**src/inc/ibl_params.svh**
```systemverilog
// Constants of the service-program entry and lock block.
// Assumes a 10 MHz aclk and a 12-bit AXI4-Lite byte address.
`ifndef IBL_PARAMS_SVH
`define IBL_PARAMS_SVH
`define IBL_OFF_CFG      12'h000
`define IBL_OFF_CTRL     12'h004
`define IBL_OFF_STAT     12'h008
`define IBL_KEY_INDEX    12'h0f7
`define IBL_OFF_KEY      12'h3dc
`define IBL_N_MAX        5'h10
`define IBL_N_ZERO       5'h00
`define IBL_BLANK_BYTE   8'hff
`define IBL_KEY_1        8'h55
`define IBL_KEY_2        8'haa
`define IBL_KEY_3        8'h5a
`define IBL_KEY_RST      8'h00
`define IBL_PC_ZERO      16'h0000
`define IBL_TOP_HI       8'h00
`define IBL_LOW_ZERO     8'h00
`define IBL_RESP_OKAY    2'h0
`define IBL_RESP_SLVERR  2'h2
`define IBL_CLK_NS       100
`define IBL_POST_WIN_NS  10000
`define IBL_POST_WIN_CYC (((`IBL_POST_WIN_NS) + (`IBL_CLK_NS) - 1) / (`IBL_CLK_NS))
`define IBL_PULSES_REQ   2'h2
`endif

```
**src/inc/ibl_pkg.sv**
```systemverilog
// Types of the service-program entry and lock block.
// Assumes ibl_params.svh supplies the numeric constants.
package ibl_pkg;
  typedef enum logic [1:0] {
    IBL_ST_RUN  = 2'b00,
    IBL_ST_RST  = 2'b01,
    IBL_ST_POST = 2'b10,
    IBL_ST_DEC  = 2'b11
  } ibl_boot_st_t;
  typedef enum logic [1:0] {
    IBL_KEY_IDLE = 2'b00,
    IBL_KEY_ONE  = 2'b01,
    IBL_KEY_TWO  = 2'b10,
    IBL_KEY_OPEN = 2'b11
  } ibl_key_st_t;
endpackage

```
**src/design/ibl_top.sv**
```systemverilog
// Service-program boot entry, region sizing and lock, with AXI4-Lite registers.
// Assumes reset causes arrive as levels and flash and CPU strobes are aclk-synchronous.
// Operation
// - Region sized in 256-byte blocks, zero to sixteen
// - Count zero: no service, whole flash usable
// - Sixteen blocks give 4K region, 60K left
// - Region starts at top minus count times 256
// - In-system erase spares the locked region
// - Protection makes all flash unreadable
// - Region locks automatically, writer-only erase
// - Entry loads PC with region start
// - Blank byte zero enters on hardware reset
// - Software jump to start enters service
// - Both port-two pins low enter service
// - Port-four pin low enters service
// - Two pulses on serial pin enter service
// - Pins sampled during reset, switch automatically
// - No entry while in power-down mode
// - Four reset-time mechanisms, each qualified by reset cause
// - Four read-only entry flags, cleared by reset
//
// The AXI4-Lite interface to the registers is this design's own decision.
`timescale 1ns/1ps
`include "ibl_params.svh"
module ibl_top
  import ibl_pkg::*;
(
  input  wire logic        aclk,
  input  wire logic        aresetn,
  input  wire logic [11:0] s_axi_awaddr,
  input  wire logic        s_axi_awvalid,
  output logic             s_axi_awready,
  input  wire logic [31:0] s_axi_wdata,
  input  wire logic [3:0]  s_axi_wstrb,
  input  wire logic        s_axi_wvalid,
  output logic             s_axi_wready,
  output logic [1:0]       s_axi_bresp,
  output logic             s_axi_bvalid,
  input  wire logic        s_axi_bready,
  input  wire logic [11:0] s_axi_araddr,
  input  wire logic        s_axi_arvalid,
  output logic             s_axi_arready,
  output logic [31:0]      s_axi_rdata,
  output logic [1:0]       s_axi_rresp,
  output logic             s_axi_rvalid,
  input  wire logic        s_axi_rready,
  input  wire logic        por_active,
  input  wire logic        pad_reset_active,
  input  wire logic        wdt_reset,
  input  wire logic        power_down,
  input  wire logic [7:0]  flash_byte_zero,
  input  wire logic        port2_pin6,
  input  wire logic        port2_pin7,
  input  wire logic        port4_pin3,
  input  wire logic        port3_pin0,
  input  wire logic        cpu_jump,
  input  wire logic [15:0] cpu_jump_addr,
  input  wire logic [15:0] flash_op_addr,
  input  wire logic        writer_code_done,
  input  wire logic        writer_erase,
  input  wire logic        chip_protect,
  output logic             pc_load,
  output logic [15:0]      pc_value,
  output logic             service_mode,
  output logic [15:0]      region_start,
  output logic             region_locked,
  output logic             flash_op_allow,
  output logic             flash_read_allow
);
  ibl_boot_st_t st_q;
  ibl_key_st_t  key_st_q;
  logic [4:0]   n_q;
  logic [7:0]   entry_en_q;
  logic [3:0]   flags_q;
  logic [7:0]   key_q;
  logic         upd_en_q;
  logic         locked_q;
  logic         protect_q;
  logic         svc_q;
  logic         pc_load_q;
  logic [15:0]  pc_q;
  logic         por_seen_q;
  logic         pad_seen_q;
  logic         p2_low_q;
  logic         p4_low_q;
  logic         blank_q;
  logic [7:0]   post_cnt_q;
  logic         pulses_two;
  logic [3:0]   cond;
  logic [3:0]   hits;
  logic         hw_rst;
  logic         in_region;
  logic         aw_q;
  logic         w_q;
  logic [11:0]  awaddr_q;
  logic [31:0]  wdata_q;
  logic [3:0]   wstrb_q;
  logic         bvalid_q;
  logic [1:0]   bresp_q;
  logic         rvalid_q;
  logic [1:0]   rresp_q;
  logic [31:0]  rdata_q;
  logic         wr_go;
  logic [11:0]  wa;
  logic [11:0]  ra;

  assign hw_rst = por_active || pad_reset_active;
  assign region_start = {`IBL_TOP_HI - {3'h0, n_q}, `IBL_LOW_ZERO};
  assign in_region = (n_q != `IBL_N_ZERO) && (flash_op_addr[15:8] >= region_start[15:8]);
  // The flash controller refuses program and erase on the spared region when this is low
  assign flash_op_allow = !(locked_q && in_region);
  assign flash_read_allow = !protect_q;
  assign region_locked = locked_q;
  assign pc_load = pc_load_q;
  assign pc_value = pc_q;
  assign service_mode = svc_q;

  // Boot decision sequencing
  always_ff @(posedge aclk) begin
    if (!aresetn) begin
      st_q <= IBL_ST_RUN;
      post_cnt_q <= 8'h00;
    end else begin
      case (st_q)
        IBL_ST_RUN: begin
          if (hw_rst) begin
            st_q <= IBL_ST_RST;
          end
        end
        IBL_ST_RST: begin
          if (!hw_rst) begin
            st_q <= IBL_ST_POST;
            post_cnt_q <= 8'h00;
          end
        end
        IBL_ST_POST: begin
          // Pulses may still arrive shortly after release
          if (hw_rst) begin
            st_q <= IBL_ST_RST;
          end else if (post_cnt_q == 8'(`IBL_POST_WIN_CYC - 1)) begin
            st_q <= IBL_ST_DEC;
          end else begin
            post_cnt_q <= post_cnt_q + 8'h01;
          end
        end
        IBL_ST_DEC: begin
          st_q <= hw_rst ? IBL_ST_RST : IBL_ST_RUN;
        end
        default: begin
          st_q <= IBL_ST_RUN;
        end
      endcase
    end
  end

  // Sampling of causes and pin levels over the reset period
  always_ff @(posedge aclk) begin
    if (!aresetn) begin
      por_seen_q <= 1'b0;
      pad_seen_q <= 1'b0;
      p2_low_q <= 1'b0;
      p4_low_q <= 1'b0;
      blank_q <= 1'b0;
    end else if (st_q == IBL_ST_RUN && hw_rst) begin
      por_seen_q <= por_active;
      pad_seen_q <= pad_reset_active;
      p2_low_q <= !port2_pin6 && !port2_pin7;
      p4_low_q <= !port4_pin3;
      blank_q <= (flash_byte_zero == `IBL_BLANK_BYTE);
    end else if (st_q == IBL_ST_RST) begin
      por_seen_q <= por_seen_q || por_active;
      pad_seen_q <= pad_seen_q || pad_reset_active;
      // A pin must stay low for the whole period to count
      p2_low_q <= p2_low_q && !port2_pin6 && !port2_pin7;
      p4_low_q <= p4_low_q && !port4_pin3;
      blank_q <= (flash_byte_zero == `IBL_BLANK_BYTE);
    end
  end

  ibl_pulse_counter u_pulses (
    .aclk     (aclk),
    .aresetn  (aresetn),
    .clear    (st_q == IBL_ST_RUN && hw_rst),
    .enable   (st_q == IBL_ST_RST || st_q == IBL_ST_POST),
    .pin      (port3_pin0),
    .seen_two (pulses_two)
  );

  assign cond = {pulses_two, p4_low_q, p2_low_q, blank_q};
  always_comb begin
    for (int i = 0; i < 4; i++) begin
      hits[i] = cond[i] && ((entry_en_q[2*i] && por_seen_q) || (entry_en_q[2*i+1] && pad_seen_q));
    end
  end

  // Program counter load and service mode
  always_ff @(posedge aclk) begin
    if (!aresetn) begin
      svc_q <= 1'b0;
      pc_load_q <= 1'b0;
      pc_q <= `IBL_PC_ZERO;
    end else begin
      pc_load_q <= 1'b0;
      if (st_q == IBL_ST_DEC) begin
        pc_load_q <= 1'b1;
        if ((n_q != `IBL_N_ZERO) && (|hits) && !power_down) begin
          svc_q <= 1'b1;
          pc_q <= region_start;
        end else begin
          svc_q <= 1'b0;
          pc_q <= `IBL_PC_ZERO;
        end
      end else if (st_q == IBL_ST_RUN && wdt_reset) begin
        svc_q <= 1'b0;
        pc_load_q <= 1'b1;
        pc_q <= `IBL_PC_ZERO;
      end else if (st_q == IBL_ST_RUN && cpu_jump) begin
        if (cpu_jump_addr == `IBL_PC_ZERO) begin
          svc_q <= 1'b0;
        end else if (cpu_jump_addr == region_start && n_q != `IBL_N_ZERO && !power_down) begin
          svc_q <= 1'b1;
        end
      end
    end
  end

  // Entry flags follow each boot decision
  always_ff @(posedge aclk) begin
    if (!aresetn) begin
      flags_q <= 4'h0;
    end else if (st_q == IBL_ST_DEC) begin
      flags_q <= (n_q != `IBL_N_ZERO) ? hits : 4'h0;
    end
  end

  // Lock and protection; only the writer clears them
  always_ff @(posedge aclk) begin
    if (!aresetn) begin
      locked_q <= 1'b0;
      protect_q <= 1'b0;
    end else if (writer_erase) begin
      locked_q <= 1'b0;
      protect_q <= 1'b0;
    end else begin
      if (writer_code_done && n_q != `IBL_N_ZERO) begin
        locked_q <= 1'b1;
      end
      if (chip_protect) begin
        protect_q <= 1'b1;
      end
    end
  end

  // AXI4-Lite write path: address and data taken in either order
  assign s_axi_awready = !aw_q && !bvalid_q;
  assign s_axi_wready = !w_q && !bvalid_q;
  assign s_axi_bvalid = bvalid_q;
  assign s_axi_bresp = bresp_q;
  assign wr_go = aw_q && w_q && !bvalid_q;
  assign wa = {awaddr_q[11:2], 2'h0};

  always_ff @(posedge aclk) begin
    if (!aresetn) begin
      aw_q <= 1'b0;
      w_q <= 1'b0;
      awaddr_q <= 12'h000;
      wdata_q <= 32'h0000_0000;
      wstrb_q <= 4'h0;
      bvalid_q <= 1'b0;
      bresp_q <= `IBL_RESP_OKAY;
    end else begin
      if (s_axi_awvalid && s_axi_awready) begin
        aw_q <= 1'b1;
        awaddr_q <= s_axi_awaddr;
      end
      if (s_axi_wvalid && s_axi_wready) begin
        w_q <= 1'b1;
        wdata_q <= s_axi_wdata;
        wstrb_q <= s_axi_wstrb;
      end
      if (wr_go) begin
        aw_q <= 1'b0;
        w_q <= 1'b0;
        bvalid_q <= 1'b1;
        bresp_q <= (wa == `IBL_OFF_CFG || wa == `IBL_OFF_CTRL || wa == `IBL_OFF_STAT ||
                    wa == `IBL_OFF_KEY) ? `IBL_RESP_OKAY : `IBL_RESP_SLVERR;
      end else if (bvalid_q && s_axi_bready) begin
        bvalid_q <= 1'b0;
      end
    end
  end

  // Key register and its unlock sequence
  always_ff @(posedge aclk) begin
    if (!aresetn) begin
      key_q <= `IBL_KEY_RST;
      key_st_q <= IBL_KEY_IDLE;
    end else if (wr_go && wa == `IBL_OFF_KEY && wstrb_q[0]) begin
      key_q <= wdata_q[7:0];
      case (key_st_q)
        IBL_KEY_IDLE: key_st_q <= (wdata_q[7:0] == `IBL_KEY_1) ? IBL_KEY_ONE : IBL_KEY_IDLE;
        IBL_KEY_ONE:  key_st_q <= (wdata_q[7:0] == `IBL_KEY_2) ? IBL_KEY_TWO : IBL_KEY_IDLE;
        IBL_KEY_TWO:  key_st_q <= (wdata_q[7:0] == `IBL_KEY_3) ? IBL_KEY_OPEN : IBL_KEY_IDLE;
        default:      key_st_q <= (wdata_q[7:0] == `IBL_KEY_1) ? IBL_KEY_ONE : IBL_KEY_IDLE;
      endcase
    end else if (wr_go && wa == `IBL_OFF_CTRL) begin
      // One write attempt spends the unlock, whether or not it changes the bit
      key_st_q <= IBL_KEY_IDLE;
    end
  end

  // Update enable and configuration
  always_ff @(posedge aclk) begin
    if (!aresetn) begin
      upd_en_q <= 1'b0;
      n_q <= `IBL_N_ZERO;
      entry_en_q <= 8'h00;
    end else if (writer_erase) begin
      n_q <= `IBL_N_ZERO;
    end else if (wr_go && wa == `IBL_OFF_CTRL && wstrb_q[0] && key_st_q == IBL_KEY_OPEN) begin
      upd_en_q <= wdata_q[0];
    end else if (wr_go && wa == `IBL_OFF_CFG && upd_en_q) begin
      if (wstrb_q[0] && !locked_q && wdata_q[4:0] <= `IBL_N_MAX) begin
        n_q <= wdata_q[4:0];
      end
      if (wstrb_q[1]) begin
        entry_en_q <= wdata_q[15:8];
      end
    end
  end

  // AXI4-Lite read path
  assign s_axi_arready = !rvalid_q;
  assign s_axi_rvalid = rvalid_q;
  assign s_axi_rresp = rresp_q;
  assign s_axi_rdata = rdata_q;
  assign ra = {s_axi_araddr[11:2], 2'h0};

  always_ff @(posedge aclk) begin
    if (!aresetn) begin
      rvalid_q <= 1'b0;
      rresp_q <= `IBL_RESP_OKAY;
      rdata_q <= 32'h0000_0000;
    end else if (s_axi_arvalid && s_axi_arready) begin
      rvalid_q <= 1'b1;
      rresp_q <= `IBL_RESP_OKAY;
      case (ra)
        `IBL_OFF_CFG:  rdata_q <= {16'h0000, entry_en_q, 3'h0, n_q};
        `IBL_OFF_CTRL: rdata_q <= {31'h0000_0000, upd_en_q};
        `IBL_OFF_STAT: rdata_q <= {region_start, 9'h000, protect_q, locked_q, svc_q, flags_q};
        `IBL_OFF_KEY:  rdata_q <= {24'h00_0000, key_q};
        default: begin
          rdata_q <= 32'h0000_0000;
          rresp_q <= `IBL_RESP_SLVERR;
        end
      endcase
    end else if (rvalid_q && s_axi_rready) begin
      rvalid_q <= 1'b0;
    end
  end
endmodule

```
**src/design/ibl_pulse_counter.sv**
```systemverilog
// Counts rising edges of a serial pin while enabled, saturating at two.
// Assumes the pin is synchronous to aclk.
`timescale 1ns/1ps
`include "ibl_params.svh"
module ibl_pulse_counter
  import ibl_pkg::*;
(
  input  wire logic aclk,
  input  wire logic aresetn,
  input  wire logic clear,
  input  wire logic enable,
  input  wire logic pin,
  output logic      seen_two
);
  logic       pin_q;
  logic [1:0] cnt_q;

  always_ff @(posedge aclk) begin
    if (!aresetn) begin
      pin_q <= 1'b0;
    end else begin
      pin_q <= pin;
    end
  end

  always_ff @(posedge aclk) begin
    if (!aresetn || clear) begin
      cnt_q <= 2'h0;
    end else if (enable && pin && !pin_q && cnt_q != `IBL_PULSES_REQ) begin
      cnt_q <= cnt_q + 2'h1;
    end
  end

  assign seen_two = (cnt_q == `IBL_PULSES_REQ);
endmodule

```
**config.mk**
```make
export PLATFORM = sky130hd
export DESIGN_NAME = ibl_top
export DESIGN_NICKNAME = d
export VERILOG_FILES = /design/src/inc/ibl_pkg.sv /design/src/design/ibl_top.sv /design/src/design/ibl_pulse_counter.sv
export VERILOG_INCLUDE_DIRS = /design/src /design/src/inc
export SDC_FILE = /design/constraint.sdc
export NUM_CORES = 1
export LEC_CHECK = 0
export BUFFER_PORTS_ARGS = -buffer_cell sky130_fd_sc_hd__buf_2
export CAP_MARGIN = 20
export CORE_MARGIN = 4
export CORE_UTILIZATION = 45
export CTS_BUF_LIST = sky130_fd_sc_hd__clkbuf_16
export CTS_CLUSTER_SIZE = 20
export DETAILED_ROUTE_END_ITERATION = 8
export PLACE_DENSITY = 0.76
export SLEW_MARGIN = 20
export SYNTH_ARGS = -nofsm -noshare
export SYNTH_HDL_FRONTEND = slang
export SYNTH_SLANG_ARGS = --single-unit
```
**constraint.sdc**
```tcl
create_clock -name aclk -period 2.36 [get_ports aclk]
set_input_delay 0.354 -clock aclk [delete_from_list [all_inputs] [get_ports aclk]]
set_output_delay 0.354 -clock aclk [all_outputs]
set_load 0.05 [all_outputs]
```
# Word level (Yosys, flattened, before mapping)
# Index checks and enable logic that the tools add are counted.
[classes] addsub=3 multipliers=0 n_div=0 magnitude_cmp=2 n_eq_ne=25 shifts=0 mux=45 n_bitwise=3 reduce_logical=95
[ops] operator="one-hot mux 32 bit (4 select lines)" count=1
[ops] operator="2-to-1 mux 16 bit" count=3
[ops] operator="logical AND 1 bit" count=47
[ops] operator="equality test 8 x 7 -> 1 bit, second input constant" count=3
[ops] operator="logical NOT 12 bit" count=2
[ops] operator="2-to-1 mux 1 bit" count=24
[ops] operator="2-to-1 mux 8 bit" count=3
[ops] operator="equality test 10 x 1 -> 1 bit, second input constant" count=2
[ops] operator="equality test 10 x 2 -> 1 bit, second input constant" count=2
[ops] operator="equality test 10 x 8 -> 1 bit, second input constant" count=2
[ops] operator="2-to-1 mux 2 bit" count=10
[ops] operator="equality test 16 bit" count=1
[ops] operator="equality test 8 bit, second input constant" count=2
[ops] operator="logical NOT 16 bit" count=1
[ops] operator="one-hot mux 8 bit (2 select lines)" count=1
[ops] operator="logical NOT 1 bit" count=13
[ops] operator="logical OR 1 bit" count=12
[ops] operator="nonzero test 2 bit" count=6
[ops] operator="equality test 2 bit, second input constant" count=5
[ops] operator="!= test 2 bit, second input constant" count=5
[ops] operator="adder 8 x 1 -> 8 bit, second input constant" count=1
[ops] operator="greater-or-equal comparator 8 bit" count=1
[ops] operator="one-hot mux 2 bit (4 select lines)" count=1
[ops] operator="AND reduction 4 bit" count=2
[ops] operator="other kinds (16)" count=23
[word_totals] register_bits=136 latchBits=0 ram_bits=0 rom_bits=0 inputBits=119 output_inout_bits=78 elab_cells=203 mem_count=0

# Longest topological paths before layout
[logic_depth] ltp_word=9 ltp_mapped=10 ltp_nobuf=10

# Modules after synthesis
# A second synthesis with hierarchy kept.
[hier_totals] hier_cells=668 hier_area_um2=5353.9
[by_module_without_submodules] mod="ibl_top" instances=1 cells_each=655 area_each_um2=5205.0 seq_area_each_um2=2182.1
[by_module_without_submodules] mod="ibl_pulse_counter" instances=1 cells_each=13 area_each_um2=148.9 seq_area_each_um2=60.1

# Worst setup path after synthesis
# OpenSTA, ideal clock, no wires.
[synth_path] path_type="register -> output" start="register n_q[0]" end="output port flash_op_allow" t_arrival_ps=3112 slack_ps=-1106 stages_incl_launch_ff=9 n_path_buf=0 path_cell_list="dfxtp_1 or3_1 xor2_1 inv_1 ha_1 a21o_1 a2111oi_0 o21ai_0 o2111ai_1"
[synth_via] elab_chain_cells=5 word_cells_on_any_way=6 cone_classes="add/sub: 1; order compare: 1; reduce/logical: 4"
[synth_rtl] item="start: declaration" line_no="ibl_top.sv:72" text="logic [4:0] n_q;"
[synth_rtl] item="start signal: assignment" line_no="ibl_top.sv:316" text="n_q <= `IBL_N_ZERO;"
[synth_rtl] item="start signal: assignment" line_no="ibl_top.sv:319" text="n_q <= `IBL_N_ZERO;"
[synth_rtl] item="start signal: assignment" line_no="ibl_top.sv:324" text="n_q <= wdata_q[4:0];"
[synth_rtl] item="subtractor 1 x 5 -> 6 bit (no line)"
[synth_rtl] item="via region_start[11]" line_no="ibl_top.sv:65" text="output logic [15:0] region_start,"
[synth_rtl] item="greater-or-equal comparator 8 bit" line_no="ibl_top.sv:109" text="assign in_region = (n_q != `IBL_N_ZERO) && (flash_op_addr[15:8] >= region_start[15:8]);"
[synth_rtl] item="logical AND 1 bit" line_no="ibl_top.sv:109"
[synth_rtl] item="logical AND 1 bit" line_no="ibl_top.sv:111" text="assign flash_op_allow = !(locked_q && in_region);"
[synth_rtl] item="logical NOT 1 bit" line_no="ibl_top.sv:111"
[synth_rtl] item="end: declaration" line_no="ibl_top.sv:67" text="output logic flash_op_allow,"
# The timed path passes the listed nets, and every way through them passes these cells.

# Worst setup path after layout
[layout_path] start="register n_q[1]" end="output port flash_op_allow"
[layout_via] elab_chain_cells=5 word_cells_on_any_way=6 cone_classes="add/sub: 1; order compare: 1; reduce/logical: 4"
[layout_rtl] item="subtractor 1 x 5 -> 6 bit (no line)"
[layout_rtl] item="greater-or-equal comparator 8 bit" line_no="ibl_top.sv:109"
[layout_rtl] item="logical AND 1 bit *" line_no="ibl_top.sv:109"
[layout_rtl] item="logical AND 1 bit *" line_no="ibl_top.sv:111"
[layout_rtl] item="logical NOT 1 bit *" line_no="ibl_top.sv:111"
# Every way passes the cells marked *; elsewhere a longest branch is shown, timed or not.

==> metrics.yaml <==
outcome:
  status: "finished, violations left"
  failed_checks: "setup timing"
place:
  place_congestion: 0.854
  dp_cells: 894
  dp_slack_ns: -0.296
  portBuffers: 140
  hpwl_um: 10800
clock_network:
  clock_latency_ns: 0.34
  numCtsBuffers: 9
  cts_buffer_depth: 2
  cts_tree: "built"
  cts.sinks: 112
  clockRootBuffer: "clkbuf_16"
  htree_levels: 3
  path_clk_slew_ns: 0.07
yosys:
  synth_ff_type: "dfxtp_1"
  syn-cell-area_mm2: 0.00546
  synth_top_area_share_pct: 41.1
  synth_edf_count: 0
  synth_area_leader_cell: "dfxtp_1"
  yosys_warnings: 0
  synth_cell_types: 59
  syn_avg_cell_area_um2: 8.79
  synth_async_sr_flop_share_pct: 0
  synth_seq_area_share_pct: 41.1
  ys_ff_latch: 112
  synth_cells: 621
  synth_area_leaders: "dfxtp_1, nand2_1, a21boi_0"
routing:
  routed_wl_um: 13900
  wl_per_cell_um: 15.3
  drc_errors: 0
  drt_iter0_drc: 288
  via_count: 4806
  firstDrtPassIters: 4
  drtAntennaViolNets: 0
  drt-vias-per-instance: 5.28
sta:
  skew_ns: 0.00817
  timing.final.crit_share_pct: 120
  hold_viol: 0
  tightest_slew_ns: 0.717
  rsz0062_at_grt: "true"
  timing.final.crit_period_ns: 2.83
  fin_hold_ws_ns: 0.199
  finalSetupViolations: 1
  slew_headroom_pct: 51.8
  max_freq_mhz: 353
  slew_viol_final: 0
  setup_ws_ns: -0.473
floorplan:
  core_mm2: 0.0117
  io_pins: 197
  die_x_um: 118
  start_util_pct: 46.8
  placementRows: 39
  dieArea_mm2: 0.0140
  die-height_um: 118
finish:
  layout-drive-gt1-share_pct: 26.8
  final_cell_mix: "buf_2, dfxtp_1, nand2_1, nor2b_1, a21boi_0"
  ff_latch_area_mm2: 0.00225
  multiInputGateArea_mm2: 0.00300
  diodes: 0
  mostFrequentLayoutCell: "buf_2"
  fillers: 1037
  layout.nets: 902
  syn_to_final_growth_pct: 23.2
  final-instance-count-excl-fill: 911
grt:
  grt_util_all_layers_pct: 19.5
  antenna_found_initial: 0
  grt_start_max_net_pins: 69
  grt_overflow_total: 0
  grt_pass1_wl_um: 22700
  grt_pass1_vias: 4688
setup_path:
  crit_type: "reg2out"
  cp-end-kind: "output pin"
  cp-start-kind: "register"
  slowest_stage: "or3_4"
  cp.arrival_ns: 2.48
  path_max_fanout: 3
  cpPeakStageDelay_ns: 0.39
  path_common_cell: "or3_4"
  cp_cell_sequence: "or3_4, or3_4, inv_4, ha_4, a2111oi_4, o21ai_2, o2111ai_4, buf_6"
  critPathRequiredTime_ns: 2.01
pwr:
  leakagePower_nw: 2.86
  cellPowerDensity_mw_per_mm2: 647
  vdd_drop_max_mv: 0.396
flow_run:
  maxCapViolCount: 0
worst_hold_path:
  hold_class: "in2reg"
## power breakdown
part,total [mW],internal (mW),switching (mW)
clock,1.49,0.815,0.676
sequential,2.06,1.98,0.0809
combinational,0.807,0.275,0.531
## synthesized netlist by cell type (all sizes together), types with 9 or more instances
library cell    n
dfxtp         112
nand2          91
a21boi         42
nor2b          39
buf            36
nor2           29
inv            26
clkbuf         23
mux2i          23
a22oi          20
ha             20
nand3          19
o21ai          17
and2           10
xnor2          10
a21oi           9
## path summary, 6_finish.rpt
| kind | startpoint | end | slack (ns) | cells past startpoint |
|---|---|---|---|---|
| min reg2reg | s_axi_rdata[5] | s_axi_rdata[5] | 0.45 | 2 |
| max | n_q[1] | flash_op_allow | -0.47 | 8 |
| max reg2reg | n_q[1] | service_mode | 0.36 | 10 |
| min | port4_pin3 | p4_low_q | 0.20 | 2 |
## cells by family after synthesis
group | count (synthesis) | share of synthesized area [%]
simple gates | 236 | 22.3
compound gates | 129 | 17.1
flops | 112 | 41.1
buf+inv | 85 | 8.27
mux | 24 | 4.42
fa+ha+maj | 20 | 4.58
xor+xnor | 14 | 2.24
other cells | 1 | 0.0687
## registers in the layout, indices dropped and copies added (netlist names), 2 cells and up
| name | count |
|---|---|
| post_cnt_q | 8 |
| n_q | 5 |
| flags_q | 4 |
| pc_value | 6 |
| wdata_q | 16 |
| wstrb_q | 2 |
| entry_en_q | 8 |
| st_q | 2 |
| u_pulses.cnt_q | 2 |
| s_axi_rdata | 22 |
| awaddr_q | 10 |
| key_st_q | 2 |
| key_q | 8 |
## worst max-delay path: cells and delay by family, from the launching register on
kind | cells | cell delay, ns
AND/OR/NAND/NOR | 2 | 0.78
AO/OA/AOI/OAI | 3 | 0.57
flip-flops | 1 | 0.34
buffers and inverters | 2 | 0.25
adder cells (fa/ha/maj) | 1 | 0.20
## what timing repair did
action	CTS	global route
gates cloned	0	0
setup endpoints to repair	1	1
endpoints found under the hold margin	0	0
gates resized for setup	8	2
pin swaps	2	0
hold buffers	0	0
setup buffers	1	0
## area by class of cell
type	count	share of cell area (%)
Clock buffer	9	3.35
Clock inverter	7	0.930
Inverter	26	1.53
Multi-Input combinational cell	449	44.6
Sequential cell	112	33.4
Tap cell	143	2.66
Timing Repair Buffer	165	13.5
## stage by stage
step | power, mW | instance area, um2 | setup TNS [ns] | utilization, %
4_1_cts | 4.40 | 6720 | -0.498 | 57.6
5_1_grt | 4.57 | 6730 | -0.557 | 57.7
3_5_place_dp | 2.90 | 6400 | -0.296 | 54.8
3_3_place_gp | 2.86 | 6400 | -0.228 | 54.8
6_report | 4.35 | 6730 | -0.473 | 57.7
2_1_floorplan | 2.68 | 5690 | -0.221 | -
## metal layers
metal / up-vias / GRT usage [%] / wire [um]
met5: - / 0 / 0
met4: 0 / 6.37 / 219
met3: 14 / 5.44 / 882
met2: 152 / 32.1 / 6610
met1: 2258 / 24.9 / 6220
li1: 2382 / - / -
(Power assumes the default switching activity.)
